`config.mk`:
```
export PLATFORM = sky130hd
export DESIGN_NAME = b3vc_reg
export DESIGN_NICKNAME = d
export VERILOG_FILES = /design/src/logic/b3vc_pkg.sv /design/src/logic/b3vc_blank.sv /design/src/logic/b3vc_reg.sv
export SDC_FILE = /design/constraint.sdc
export NUM_CORES = 1
export LEC_CHECK = 0
export BUFFER_PORTS_ARGS = -buffer_cell sky130_fd_sc_hd__buf_2
export CAP_MARGIN = 20
export CORE_MARGIN = 5
export CORE_UTILIZATION = 45
export DETAILED_ROUTE_END_ITERATION = 6
export HOLD_SLACK_MARGIN = 0.02
export PLACE_DENSITY = 0.77
export SLEW_MARGIN = 20
export SYNTH_ARGS = -nofsm -noshare
export SYNTH_HDL_FRONTEND = slang
export SYNTH_SLANG_ARGS = --single-unit
```
`constraint.sdc`:
```
create_clock -name i_clk -period 7.8 [get_ports i_clk]
set_input_delay 1.17 -clock i_clk [delete_from_list [all_inputs] [get_ports i_clk]]
set_output_delay 1.17 -clock i_clk [all_outputs]
set_load 0.05 [all_outputs]
```
`src/logic/b3vc_pkg.sv`:
```
// Purpose: Shared constants and types for the buck3 voltage control register.
// Assumes: 20 MHz clock, byte-wide register port from the device's serial host interface.
// Notes: Voltage values are in millivolts.
package b3vc_pkg;
	localparam logic [7:0] B3VC_ADDR = 8'h18;
	localparam logic [7:0] B3VC_RESET = 8'hBD;
	localparam int B3VC_PSKIP_BIT = 7;
	localparam int B3VC_RSVD_BIT = 6;
	localparam int B3VC_CODE_W = 6;
	localparam logic [5:0] B3VC_CODE_RESET = 6'h3D;
	localparam logic [5:0] B3VC_CODE_FINE_LAST = 6'h19;
	localparam logic [5:0] B3VC_CODE_COARSE_FIRST = 6'h1A;
	localparam logic [11:0] B3VC_MV_BASE = 12'h384;
	localparam logic [11:0] B3VC_MV_FINE_STEP = 12'h019;
	localparam logic [11:0] B3VC_MV_COARSE_BASE = 12'h60E;
	localparam logic [11:0] B3VC_MV_COARSE_STEP = 12'h032;
	localparam int B3VC_CLK_HZ = 20000000;
	localparam int B3VC_BLANK_MS = 5;
	localparam int B3VC_BLANK_CYC = B3VC_CLK_HZ / 1000 * B3VC_BLANK_MS;
	localparam int B3VC_CNT_W = 24;

	typedef struct packed {
		logic wr;
		logic [7:0] addr;
		logic [7:0] wdata;
	} b3vc_req_type;

	typedef struct packed {
		logic pulse_skip_enable;
		logic [5:0] buck3_vout_code;
		logic [11:0] target_mv;
	} b3vc_cfg_type;
endpackage

```
`src/logic/b3vc_blank.sv`:
```
// Purpose: Counts out the monitor blanking interval after each register write.
// Assumes: One clock; i_start is a one-cycle pulse from the same domain.
// Notes: A new start restarts the full interval.
`timescale 1ns/1ps
module b3vc_blank #(
	parameter int CYCLES = 100000
) (
	input wire logic i_clk,
	input wire logic i_rstn,
	input wire logic i_start,
	output logic o_active
);
	import b3vc_pkg::*;
	logic [B3VC_CNT_W-1:0] cnt_q;

	always_ff @(posedge i_clk or negedge i_rstn) begin
		if (!i_rstn) begin
			cnt_q <= '0;
		end else if (i_start) begin
			cnt_q <= B3VC_CNT_W'(CYCLES);
		end else if (cnt_q != '0) begin
			cnt_q <= cnt_q - 1'b1;
		end
	end

	always_ff @(posedge i_clk or negedge i_rstn) begin
		if (!i_rstn) begin
			o_active <= 1'b0;
		end else begin
			o_active <= i_start || (cnt_q > B3VC_CNT_W'(1));
		end
	end
endmodule // b3vc_blank

```
`src/logic/b3vc_reg.sv`:
```
// Purpose: Buck3 voltage control register with write protection and monitor blanking.
// Assumes: Requests come from the serial host interface logic on the same clock.
// Notes: The unlock sequence itself lives elsewhere; this block sees only its result.
//
// How it works
// [RL1] Register sits at subaddress 18h and resets to BDh.
// [RL2] Writes take effect only while the password protection grants them.
// [RL3] Any accepted write blanks over/under-voltage monitor results for 5 ms.
// [RL4] Bit 7 enables pulse-skip, resets to one; zero forces fixed PWM.
// [RL5] Bits 5..0 hold voltage code, reset 3Dh; bit 6 reads zero.
// [RL6] Codes 0h..19h give 0.900 V upward in 25 mV steps.
// [RL7] Codes 1Ah..3Fh give 1.550 V upward in 50 mV steps.
// [RL8] Power-up code may come from the default-select resistor setting.
// [RL9] Writes to bit 6 are ignored; it always reads zero.
`timescale 1ns/1ps
module b3vc_reg #(
	parameter int BLANK_CYCLES = b3vc_pkg::B3VC_BLANK_CYC
) (
	input wire logic i_clk,
	input wire logic i_rstn,
	input b3vc_pkg::b3vc_req_type i_req,
	input wire logic i_unlocked,
	input wire logic i_default_select_resistor,
	input wire logic [5:0] i_default_select_resistor_code,
	input wire logic i_ov_raw,
	input wire logic i_uv_raw,
	output logic [7:0] o_rdata,
	output logic o_wr_accepted,
	output b3vc_pkg::b3vc_cfg_type o_cfg,
	output logic o_blanking,
	output logic o_ov_fault,
	output logic o_uv_fault
);
	import b3vc_pkg::*;

	logic pskip_q;
	logic [5:0] code_q;
	logic [1:0] strap_cnt_q;
	logic [1:0] default_select_resistor_sync_q;
	logic [1:0] ov_sync_q;
	logic [1:0] uv_sync_q;
	logic wr_ok;
	logic blank_active;

	function automatic logic [11:0] code_to_mv(input logic [5:0] code);
		logic [11:0] c;
		c = {6'h00, code};
		if (code <= B3VC_CODE_FINE_LAST) begin
			code_to_mv = B3VC_MV_BASE + 12'(c * B3VC_MV_FINE_STEP); // see [RL6]
		end else begin
			code_to_mv = B3VC_MV_COARSE_BASE
				+ 12'((c - {6'h00, B3VC_CODE_COARSE_FIRST}) * B3VC_MV_COARSE_STEP); // see [RL7]
		end
	endfunction

	// Protection is judged at the address decode, so a locked write leaves no trace.
	assign wr_ok = i_req.wr && (i_req.addr == B3VC_ADDR) && i_unlocked; // see [RL1] see [RL2]

	// The strap and monitor comparators are asynchronous to this clock.
	always_ff @(posedge i_clk or negedge i_rstn) begin
		if (!i_rstn) begin
			default_select_resistor_sync_q <= 2'h0;
			ov_sync_q <= 2'h0;
			uv_sync_q <= 2'h0;
		end else begin
			default_select_resistor_sync_q <= {default_select_resistor_sync_q[0], i_default_select_resistor};
			ov_sync_q <= {ov_sync_q[0], i_ov_raw};
			uv_sync_q <= {uv_sync_q[0], i_uv_raw};
		end
	end

	// The strap is only trusted once it has crossed both synchroniser stages.
	// A host write closes the window, so a later strap load cannot undo it.
	always_ff @(posedge i_clk or negedge i_rstn) begin
		if (!i_rstn) begin
			strap_cnt_q <= 2'h0;
		end else if (wr_ok) begin
			strap_cnt_q <= 2'h3;
		end else if (strap_cnt_q != 2'h3) begin
			strap_cnt_q <= strap_cnt_q + 2'h1;
		end
	end

	always_ff @(posedge i_clk or negedge i_rstn) begin
		if (!i_rstn) begin
			pskip_q <= B3VC_RESET[B3VC_PSKIP_BIT]; // see [RL4]
		end else if (wr_ok) begin
			pskip_q <= i_req.wdata[B3VC_PSKIP_BIT]; // see [RL4]
		end
	end

	// The strap is caught once after release; a write in that same cycle still wins.
	always_ff @(posedge i_clk or negedge i_rstn) begin
		if (!i_rstn) begin
			code_q <= B3VC_CODE_RESET; // see [RL5]
		end else if (wr_ok) begin
			code_q <= i_req.wdata[B3VC_CODE_W-1:0]; // see [RL5]
		end else if ((strap_cnt_q == 2'h2) && default_select_resistor_sync_q[1]) begin
			code_q <= i_default_select_resistor_code; // see [RL8]
		end
	end

	always_ff @(posedge i_clk or negedge i_rstn) begin
		if (!i_rstn) begin
			o_rdata <= B3VC_RESET;
		end else begin
			o_rdata <= {pskip_q, 1'b0, code_q}; // see [RL5] see [RL9]
		end
	end

	always_ff @(posedge i_clk or negedge i_rstn) begin
		if (!i_rstn) begin
			o_wr_accepted <= 1'b0;
		end else begin
			o_wr_accepted <= wr_ok;
		end
	end

	always_ff @(posedge i_clk or negedge i_rstn) begin
		if (!i_rstn) begin
			o_cfg <= '{B3VC_RESET[B3VC_PSKIP_BIT], B3VC_CODE_RESET, code_to_mv(B3VC_CODE_RESET)};
		end else begin
			o_cfg <= '{pskip_q, code_q, code_to_mv(code_q)};
		end
	end

	b3vc_blank #(
		.CYCLES(BLANK_CYCLES)
	) u_blank (
		.i_clk(i_clk),
		.i_rstn(i_rstn),
		.i_start(wr_ok),
		.o_active(blank_active)
	);

	always_ff @(posedge i_clk or negedge i_rstn) begin
		if (!i_rstn) begin
			o_blanking <= 1'b0;
			o_ov_fault <= 1'b0;
			o_uv_fault <= 1'b0;
		end else begin
			o_blanking <= blank_active || wr_ok; // see [RL3]
			o_ov_fault <= ov_sync_q[1] && !blank_active && !wr_ok; // see [RL3]
			o_uv_fault <= uv_sync_q[1] && !blank_active && !wr_ok; // see [RL3]
		end
	end
endmodule // b3vc_reg

```
== After elaboration in Yosys (flattened, before gate mapping) ==
Cells that the tools add are included.
Storage, ports and cells
  register bits after elaboration: 70
  input bits: 29
  logic and storage cells: 50
Operators by class
  add/sub/neg operators: 5
  multiply operators: 2
  order comparisons: 2
  equal/unequal tests: 3
  mux-type cells: 7
  reductions and logical operators: 15
Operators with widths (number)
  $mux 24: 2
  $gt 24x1->1 const B: 1
  $reduce_bool 24->1: 1
  $sub 24x1->24 const B: 1
  $add 10x11->12 const A: 1
  $add 11x12->12 const A: 1
  $mul 12x5->11 const B: 1
  $mux 12: 1
  $mux 6: 2
  $mul 6x5->11 const B: 1
  $eq 8x5->1 const B: 1
  $logic_and 1x1->1: 7
  $sub 6x5->7 const B: 1
  $le 6x5->1 const B: 1
  $reduce_bool 2->1: 3
  $mux 2: 2
  $add 2x1->2 const B: 1
  $eq 2x2->1 const B: 1
  $logic_not 1->1: 2
  $logic_or 1x1->1: 2
  $ne 2x2->1 const B: 1

== Logic depth before layout (Yosys ltp) ==
Gate-level depths: netlist of run 1.
  depth in word-level cells: 5
  gate-level depth with buffers: 16
  gate-level depth less buffers: 16

== Modules after synthesis ==
From an unflattened synthesis of run 1, not the netlist that was laid out.
Unflattened totals
  cell total of the unflattened synthesis: 423
  area total of the unflattened synthesis: 4284.1 um^2
Modules (own cells, without submodules)
  b3vc_reg: instances 1, cells each 274, area each 2877.8 um^2, seq. area each 973.4 um^2
  b3vc_blank: instances 1, cells each 149, area each 1406.3 um^2, seq. area each 625.6 um^2

== Worst setup path after synthesis of run 1 ==
No wires, ideal clock.
  path kind: reg2reg
  start: register code_q[2]
  end: register o_cfg[11] (netlist name)
  library setup time: 77 ps
  arrival time: 4147 ps
  data required time: 7723 ps
  slack: 3576 ps
  stages on the path, launching flop included: 15
  path buffers: 0
  period minus slack after synthesis: 4224 ps
  path through: dfstp_2 > inv_1 > ha_1 > a21o_1 > a21oi_1 > inv_1 > fa_1 > fa_1 > inv_1 > ha_1 > or4b_2 > o2111ai_1 > a211oi_1 > xnor2_1 > mux2i_1
Between the ends
  word-level cells in the longest chain between the ends: 4
  elaborated cells between the ends (all ways): 7
  those cells by class: 3 x add/sub; 2 x mul; 1 x order compare; 1 x mux
Ends and longest elaborated chain
  start: declaration: line b3vc_reg.sv:37  | logic [5:0] code_q;
  start signal: assignment: line b3vc_reg.sv:97  | code_q <= i_req.wdata[B3VC_CODE_W-1:0];
  start signal: assignment: line b3vc_reg.sv:99  | code_q <= i_default_select_resistor_code;
  $sub 6x5->7: line b3vc_reg.sv:52  | + 12'((c - {6'h00, B3VC_CODE_COARSE_FIRST}) * B3VC_MV_COARSE_STEP);
  $mul 12x5->11: line b3vc_reg.sv:52
  $add 11x12->12: line b3vc_reg.sv:52
  $mux 12 *: line b3vc_reg.sv:48  | if (code <= B3VC_CODE_FINE_LAST) begin
  end signal: assignment: line b3vc_reg.sv:121  | o_cfg <= '{B3VC_RESET[B3VC_PSKIP_BIT], B3VC_CODE_RESET, code_to_mv(B3VC_CODE_RESET)};
  end signal: assignment: line b3vc_reg.sv:123  | o_cfg <= '{pskip_q, code_q, code_to_mv(code_q)};
  end: declaration: line b3vc_reg.sv:29  | output b3vc_pkg::b3vc_cfg_type o_cfg,
Mark *: on every way between the ends. The rest lies on a longest branch, timed or not.
A chain may end at the register's enable or synchronous reset.

== Worst setup path after layout of run 1 ==
Ends and elaborated chain as after synthesis.

==> impl_summary.md, run 1 <==
Status
The run finished with clean final reports.

Drt
The via total after detailed routing is 2982. The number of routed nets with antenna violations is 0. The count of routing violations after the opening detailed-route iteration is 127. The routed design has 8.29 mm of wire.

Using the TritonRoute via totals, the vias-per-cell ratio works out to around 5.1. The routed wirelength normalized by instance count is 14.2 µm. The remaining design rule violation count is 0. The number of iterations in the first detailed-routing pass is 4.

Place
The worst slack after detailed placement is ~3.2 ns. The congestion estimate from routability-driven global placement came to 0.791. The wire-length estimate of the detail-placed layout is roughly 6.1 mm. Input and output buffers added on the ports amount to 57.

Global routing
The pin count of the biggest net entering global routing is 64. The number of global-route vias before repair is just over 3k. The overall overflow remaining after global route is 0. The number of antenna violations at the first check in global routing is 0.

The global-route wire length before repair is 14.2 mm. For this run, the total global-route usage over all layers was measured as 0.159.

Critical path
The cell repeated most along the worst path is sky130_fd_sc_hd__inv_1. The data arrival time of the critical path is approximately 5 ns. The cell with the largest stage delay on the worst path is sky130_fd_sc_hd__or4b_2.

In this run the worst path has a maximum fanout of 6. The signal on the critical path passes through inv_1 > ha_1 > a21o_1 > a21oi_1 > inv_1 > fa_1 > fa_1 > inv_1 > ha_1 > or4b_2 > o2111ai_1 > a211oi_1 > xnor2_1 > mux2i_1. The data required time of the worst path is 8.07 ns. The critical setup path kind is flop to flop. The kind of end point of the critical path is a flop. STA classifies the critical path startpoint as a flop. The worst stage delay on the critical path is between 0.6 and 0.7 ns.

Logic synthesis
The flip-flop and latch count after synthesis is 63. The most used flip-flop cell after synthesis is sky130_fd_sc_hd__dfrtp_1. The count of flip-flops with a built-in enable after synthesis is 0. The synthesized netlist cell count is a little over 400. The area fraction of the dominant cell type after synthesis is 0.273. After synthesis, the netlist uses 48 different library cells. In this run the cell area of the synthesized design comes to 4130 µm².

When the netlist entered floorplanning its net count stood at between 500 and 600. After synthesis, the cell types taking the most area are sky130_fd_sc_hd__dfrtp_1 27%, sky130_fd_sc_hd__ha_1 16%, sky130_fd_sc_hd__dfstp_2 11%, sky130_fd_sc_hd__xnor2_1 4.7%, sky130_fd_sc_hd__xor2_1 4.7%. sky130_fd_sc_hd__dfrtp_1 takes more of the synthesized area than any other cell.

Of the synthesized area, sequential elements account for 0.388. Sorting the synthesized cells by how often they occur yields 54 x sky130_fd_sc_hd__ha_1, 45 x sky130_fd_sc_hd__dfrtp_1, 43 x sky130_fd_sc_hd__nor2_1. For this run, asynchronously set or reset flops after synthesis account for 1.00. Each instance of the synthesized netlist takes up on average about 10 µm². The most frequently used cell type in the post-synthesis netlist is sky130_fd_sc_hd__ha_1. During synthesis, Yosys emitted a total of 0 warnings.

STA
The final hold violation count is 0. Subtracting the final worst setup slack from the clock period gives 4.62 ns. The actual slew at the worst max-slew pin is 0.903 ns. Final hold analysis gives a worst-case slack of about 0.35 ns. Adding up every negative setup slack in the final design gives 0 ns. Setup repair after global routing left no endpoint under its margin. The achievable frequency is 216 MHz. The worst path setup slack after routing is 3.18 ns. Measured against its own limit, the worst slew margin works out to 0.397. The ratio of final minimum period to clock period is 0.592. The max-slew violation count is 0.

Across the routed clock network, the largest skew measured is 0.0115 ns. The final number of setup-violating endpoints is 0.

Floorplan
The initial utilization of the core area, before any placement, comes to 0.453. The die is about 110 µm wide. The floorplan step set the die height to 106 µm. The placement row count is 35. The floorplan step defined a die boundary enclosing roughly 11000 µm².

The number of ports placed on the die boundary is 60. After floorplanning, the core was sized to cover just over 9000 µm².

CTS
The maximum count of clock buffers along a single path is 2. TritonCTS created 9 clock buffers. TritonCTS built the clock tree. Once the clock tree was built, the resizer swapped 0 gates to a different size. The number of buffers inserted by hold repair at cts is 0.

The buffers inserted during post-CTS setup optimization is 0. The clock transition at the registers of the reported paths is 0.07 ns. The cell at the root of the clock tree is sky130_fd_sc_hd__clkbuf_8.

For the worst-skew pair, the clock arrives at the later sink with an insertion delay of 0.35 ns. The clock net sink count is 63. In this run the number of H-tree levels came out at 3.

Layout
The count of fill cells added during filler insertion is 826. In the final layout, the share of cells above drive strength 1 is 0.221. The layout overhead on the synthesized area is 13.6%.

Measured on the finished design, the core utilization comes to 0.515. The count of nets after finishing is 558. The number of inserted diodes is 0.

Power
The total chip power is 1.32 mW. Dividing total power by cell area gives a power density of 282 nW/µm². The maximum vdd ir drop is around 0.13 mV. The static leakage is 2.22 nW.

Worst hold path
In this run the worst hold path is classified as flop to flop.

Flow run
Max-cap violations in this run came to 0.
## power by group
group | internal [mW] | total [mW] | switching, mW
clock | 0.164 | 0.293 | 0.129
combinational | 0.229 | 0.601 | 0.373
sequential | 0.392 | 0.426 | 0.0345
total | 0.785 | 1.32 | 0.536
## final cells by class
| cell class | instances | area, µm² | area share |
|---|---|---|---|
| inverter | 41 | 154 | 0.0328 |
| tap | 111 | 139 | 0.0296 |
| clock inverter | 5 | 56.3 | 0.0120 |
| clock buffer | 11 | 151 | 0.0323 |
| sequential | 63 | 1600 | 0.341 |
| multi-input combinational | 292 | 2290 | 0.488 |
| timing repair buffer | 59 | 300 | 0.0640 |
## worst max-delay path: cells and delay by family (launching register included)
kind                     cells  cell delay (ns)
multiplexers                 1             0.10
adder cells (fa/ha/maj)      4             1.65
flip-flops                   1             0.62
AND/OR/NAND/NOR              1             0.68
AO/OA/AOI/OAI                4             0.88
XOR/XNOR                     1             0.21
buffers and inverters        3             0.43
## sequential cells by signal, summed over array words and instances, names as in the netlist, 2 cells and up
signal                          flops
ov_sync_q                           2
default_select_resistor_sync_q      2
u_blank.cnt_q                      24
strap_cnt_q                         2
code_q                              6
o_cfg                              17
uv_sync_q                           2
o_rdata                             2
## per-layer routing
layer / GRT usage / share of wire / vias to the layer above
met3: 0.0502 / 0.038 / 9
met4: 0.0509 / 0.010 / 0
met2: 0.268 / 0.52 / 46
met1: 0.193 / 0.43 / 1445
li1: - / - / 1482
met5: 0 / 0 / -
## cells by family after synthesis
logic type	Yosys count	synth area share
compound gates	56	0.0840
mux	10	0.0249
simple gates	118	0.144
flops	63	0.388
fa+ha+maj	63	0.207
xor+xnor	44	0.0934
buf+inv	55	0.0576
other cells	1	0.000909
## cell usage in the layout, fill, tap and decap left out, types with 2 or more instances in the layout
| cell | instances |
|---|---|
| sky130_fd_sc_hd__nand3b_1 | 3 |
| sky130_fd_sc_hd__nand3_1 | 2 |
| sky130_fd_sc_hd__xor2_1 | 22 |
| sky130_fd_sc_hd__clkinv_2 | 2 |
| sky130_fd_sc_hd__buf_2 | 57 |
| sky130_fd_sc_hd__nand4_1 | 4 |
| sky130_fd_sc_hd__mux2_2 | 2 |
| sky130_fd_sc_hd__dfrtp_1 | 45 |
| sky130_fd_sc_hd__o21ai_0 | 16 |
| sky130_fd_sc_hd__dfstp_2 | 18 |
| sky130_fd_sc_hd__nand2b_1 | 3 |
| sky130_fd_sc_hd__a21oi_1 | 17 |
| sky130_fd_sc_hd__buf_4 | 2 |
| sky130_fd_sc_hd__a21o_1 | 5 |
| sky130_fd_sc_hd__fa_1 | 9 |
| sky130_fd_sc_hd__nor2_1 | 43 |
| sky130_fd_sc_hd__nor4_1 | 3 |
| sky130_fd_sc_hd__or4_1 | 3 |
| sky130_fd_sc_hd__or4_4 | 2 |
| sky130_fd_sc_hd__ha_1 | 54 |
| sky130_fd_sc_hd__o211ai_1 | 6 |
| sky130_fd_sc_hd__clkbuf_8 | 11 |
| sky130_fd_sc_hd__nor3_1 | 7 |
| sky130_fd_sc_hd__xnor2_1 | 22 |
| sky130_fd_sc_hd__a211oi_1 | 4 |
| sky130_fd_sc_hd__or3_1 | 2 |
| sky130_fd_sc_hd__inv_1 | 41 |
| sky130_fd_sc_hd__nand2_1 | 32 |
| sky130_fd_sc_hd__mux2i_1 | 8 |
| sky130_fd_sc_hd__nor2b_1 | 4 |
## final timing paths
| kind | from | endpoint | slack, ns | depth (start not counted) |
|---|---|---|---|---|
| min | default_select_resistor_sync_q[0] | default_select_resistor_sync_q[1] | 0.35 | 0 |
| max | code_q[2] | o_cfg[11] | 3.18 | 14 |
| max reg2reg | code_q[2] | o_cfg[11] | 3.18 | 14 |
| min in group asynchronous | i_rstn | o_cfg[9] | 0.97 | 2 |
| max in group asynchronous | i_rstn | u_blank.cnt_q[21] | 6.28 | 2 |
| min reg2reg | default_select_resistor_sync_q[0] | default_select_resistor_sync_q[1] | 0.35 | 0 |
## through the flow
| stage | area [µm²] | std cells |
|---|---|---|
| after detailed placement | 4480 | 566 |
| after CTS | 4690 | 582 |
| after global routing | 4690 | 582 |
| after global placement | 4480 | 566 |
| final | 4690 | 582 |
| after floorplan | 4130 | 410 |
Note: power is estimated with default switching activity, not from simulation.
==> run 2: changes to the inputs <==
--- a/config.mk
+++ b/config.mk
@@ -11,7 +11,7 @@
 export CORE_UTILIZATION = 45
 export DETAILED_ROUTE_END_ITERATION = 6
 export HOLD_SLACK_MARGIN = 0.02
-export PLACE_DENSITY = 0.77
+export PLACE_DENSITY = 0.8
 export SLEW_MARGIN = 20
 export SYNTH_ARGS = -nofsm -noshare
 export SYNTH_HDL_FRONTEND = slang
==> constraint.sdc (replaced) <==
create_clock -name i_clk -period 4.2 [get_ports i_clk]
set_input_delay 0.63 -clock i_clk [delete_from_list [all_inputs] [get_ports i_clk]]
set_output_delay 0.63 -clock i_clk [all_outputs]
set_load 0.05 [all_outputs]
==> impl_summary.md, run 2 (synthesis results as in run 1) <==
Critical path
In this design, the stage delay of the slowest critical-path cell is around 0.53 ns. The critical setup path kind is flop to flop. The endpoint identified for the worst register-to-register timing path is o_cfg[11].

The kind of end point of the critical path is a flop. By instance count, the cell type seen most on the critical path is sky130_fd_sc_hd__inv_1. The largest fanout on the critical path is 5. Among all stages on the critical path, the largest delay is contributed by sky130_fd_sc_hd__dfstp_2.

Measured in cells, the most critical reg-to-reg path has a length of 17. The worst setup path is launched from a flop. The critical path goes through inv_1 > ha_2 > a21o_4 > xnor2_4 > ha_1 > inv_1 > fa_1 > fa_1 > inv_1 > ha_1 > buf_4 > and3b_1 > a21oi_2 > o2111ai_4 > a211oi_1 > xnor2_1 > mux2i_1. Following the worst setup path forward leads to its endpoint at o_cfg[11].

The critical path starts at code_q[2]. The reg-to-reg setup timing slack is ~0.23 ns. At the worst endpoint, the arrival time is between 4 and 5 ns. The worst register-to-register path begins at code_q[2].

For the worst setup path, the data required time is 4.46 ns.

CTS
The total CTS buffers is 9. Counting along the longest clock path gives a buffer depth of 2. The tree built by TritonCTS fans out to 63 sinks. After clock tree synthesis, the setup repair step added 0 buffers.

The clock latency reported for the late side of the worst-skew pair is 0.34 ns. The clock transition at the registers of the reported paths is 0.07 ns. The root buffer cell chosen for the clock tree is sky130_fd_sc_hd__clkbuf_8. The clock tree synthesis step divided the H-tree into 3 levels. TritonCTS built the clock tree.

Floorplan
The width of the die is 106 µm. The total core area is 9110 µm². The height of the die is around 110 µm. The placement row count is 35.

The starting density of the core is 0.453. The number of ports placed on the die boundary is 60. The die covers roughly 11000 µm².

Global routing
Across every metal layer, demand over resource in global routing totals 0.158. The number of global-route vias before repair is 3088. The first global-routing pass estimated 14.2 mm of wire. The overall overflow remaining after global route is 0. The number of antenna violations at the first check in global routing came to 0. Entering global routing, the biggest net connects 47 pins.

Drt
Once detail routing completed, the nets flagged for antenna violations numbered 0. The via total after detailed routing is 3053. Using the TritonRoute via totals, the vias-per-cell ratio works out to 5.16. The count of routing violations after the opening detailed-route iteration is approximately 130. The routed wirelength normalized by instance count is roughly 14 µm.

The remaining design rule violation count is 0. After detailed routing, the total wire length is 8.31 mm. The first detailed-routing pass took 4 iterations.

Layout
The register with the most flip-flops in the final layout is u_blank.cnt_q. The register with the most flip-flops in the layout has 24 of them. The top cell types in the final layout, fill and taps aside, are 57 x sky130_fd_sc_hd__buf_2, 51 x sky130_fd_sc_hd__ha_1, 45 x sky130_fd_sc_hd__dfrtp_1. The layout overhead on the synthesized area is 17.6%. In the final design database the tool counted 568 nets. The most common cell after layout, fill and taps aside is sky130_fd_sc_hd__buf_2.

The largest registers in the layout are u_blank.cnt_q x24, o_cfg x17, code_q x6. The finished layout holds 592 standard cells, fillers aside. The number of inserted diodes is 0. Of the cells placed in the final design, the portion with a size suffix greater than 1 is 0.252. The filler cells instantiated in the layout total 833.

Status
The flow ran to the end, and the final reports show no timing, DRC or antenna violations.

Power
The analysis attributes to net switching a power of 1.01 mW. The clock share of power is 0.215. Of the total power, registers draw 0.312. Of the total power, the share spent switching nets is 0.400. Dividing total power by cell area gives a power density of 520 nW/µm². The total chip power is 2.52 mW. The maximum vdd ir drop is between 0.2 and 0.3 mV. The internal portion of the total power is 1.51 mW. The static leakage is 2.28 nW.

The combinational group share of total power is 0.473.

STA
The achievable frequency is 252 MHz. The final hold violation count is 0. The ratio of final minimum period to clock period is 0.946. The final number of setup-violating endpoints is 0. The final critical delay including setup and external delays is just under 4 ns. On the final layout, the worst clock skew is 0.00801 ns. The max-slew violation count is 0.

The worst slew margin relative to its limit is 0.413. At the pin with the least slew margin, the transition time is between 0.8 and 0.9 ns.

Place
Port buffering added 57 buffers. Detailed placement finished with a half-perimeter wire length of roughly 6.3 mm. After detailed placement, the design holds a cell count of 575.

The final estimated routing congestion in global placement is between 0.8 and 0.9.

Worst hold path
The class of the tightest hold or removal check is input port to async pin.

Flow run
The number of maximum-capacitance constraint violations is 0.
==> run 2: cell types whose count changed in the layout (fill, tap and decap cells not counted), moves of 2 or more <==
cell                       before  now
sky130_fd_sc_hd__ha_2           0    2
sky130_fd_sc_hd__a21oi_1       17   15
sky130_fd_sc_hd__buf_4          2   11
sky130_fd_sc_hd__clkbuf_1       0    2
sky130_fd_sc_hd__a21oi_2        0    2
sky130_fd_sc_hd__xnor2_1       22   20
sky130_fd_sc_hd__ha_1          54   51
==> run 2: metrics by stage <==
step	util	hold WS, ns	setup TNS (ns)	area, µm²	setup slack, ns
3_5_place_dp	0.500	0.337	0	4550	0.0452
6_report	0.533	0.161	0	4850	0.228
3_3_place_gp	0.500	0.332	0	4550	0.132
5_1_grt	0.533	0.172	-0.0113	4850	-0.0113
2_1_floorplan	-	0.331	0	4130	0.0976
4_1_cts	0.522	0.353	0	4750	0.0340
==> run 2: how the worst min path moves through the flow <==
stage                                      start                           endpoint  slack, ns  cells past startpoint
6_report                                  i_rstn                           o_cfg[9]       0.16                      1
5_1_grt                                   i_rstn                           o_cfg[8]       0.17                      1
4_1_cts        default_select_resistor_sync_q[0]  default_select_resistor_sync_q[1]       0.35                      0
3_5_place_dp   default_select_resistor_sync_q[0]  default_select_resistor_sync_q[1]       0.34                      0
3_3_place_gp                        uv_sync_q[0]                       uv_sync_q[1]       0.33                      0
2_1_floorplan                             i_rstn                          code_q[1]       0.33                      0
==> run 2: worst max-delay path, delay by kind of cell (launching register included) <==
kind	cells	cell delay, ns
AND/OR/NAND/NOR	1	0.19
multiplexers	1	0.08
flip-flops	1	0.53
AO/OA/AOI/OAI	4	0.80
buffers and inverters	4	0.32
adder cells (fa/ha/maj)	5	1.63
XOR/XNOR	2	0.33
==> run 2: final cells by class <==
class	instances	area, µm²	area share
multi-input combinational	292	2370	0.489
sequential	63	1600	0.330
timing repair buffer	69	388	0.0800
clock buffer	13	159	0.0328
inverter	41	154	0.0317
tap	111	139	0.0286
clock inverter	3	42.5	0.00877
==> run 2: power by group through the flow <==
stage               combinational, mW  sequential, mW  clock (mW)
floorplan                       0.714           0.964           0
global route                     1.33           0.803       0.588
CTS                              1.13           0.789       0.557
global placement                 1.08           0.793           0
detailed placement               1.12           0.796           0
finish                           1.19           0.788       0.543
==> run 2: timing repair <==
action,CTS,global route
endpoints found under the setup margin,0,2
hold buffers,0,0
gates resized for setup,0,11
hold endpoints to repair,0,0
==> run 2: per-layer routing <==
layer,global-route usage,vias to the layer above,routed length (µm)
met5,0,-,0
met2,0.264,68,4140
met4,0.0583,0,170
met3,0.0367,19,330
met1,0.200,1468,3680
li1,-,1498,-
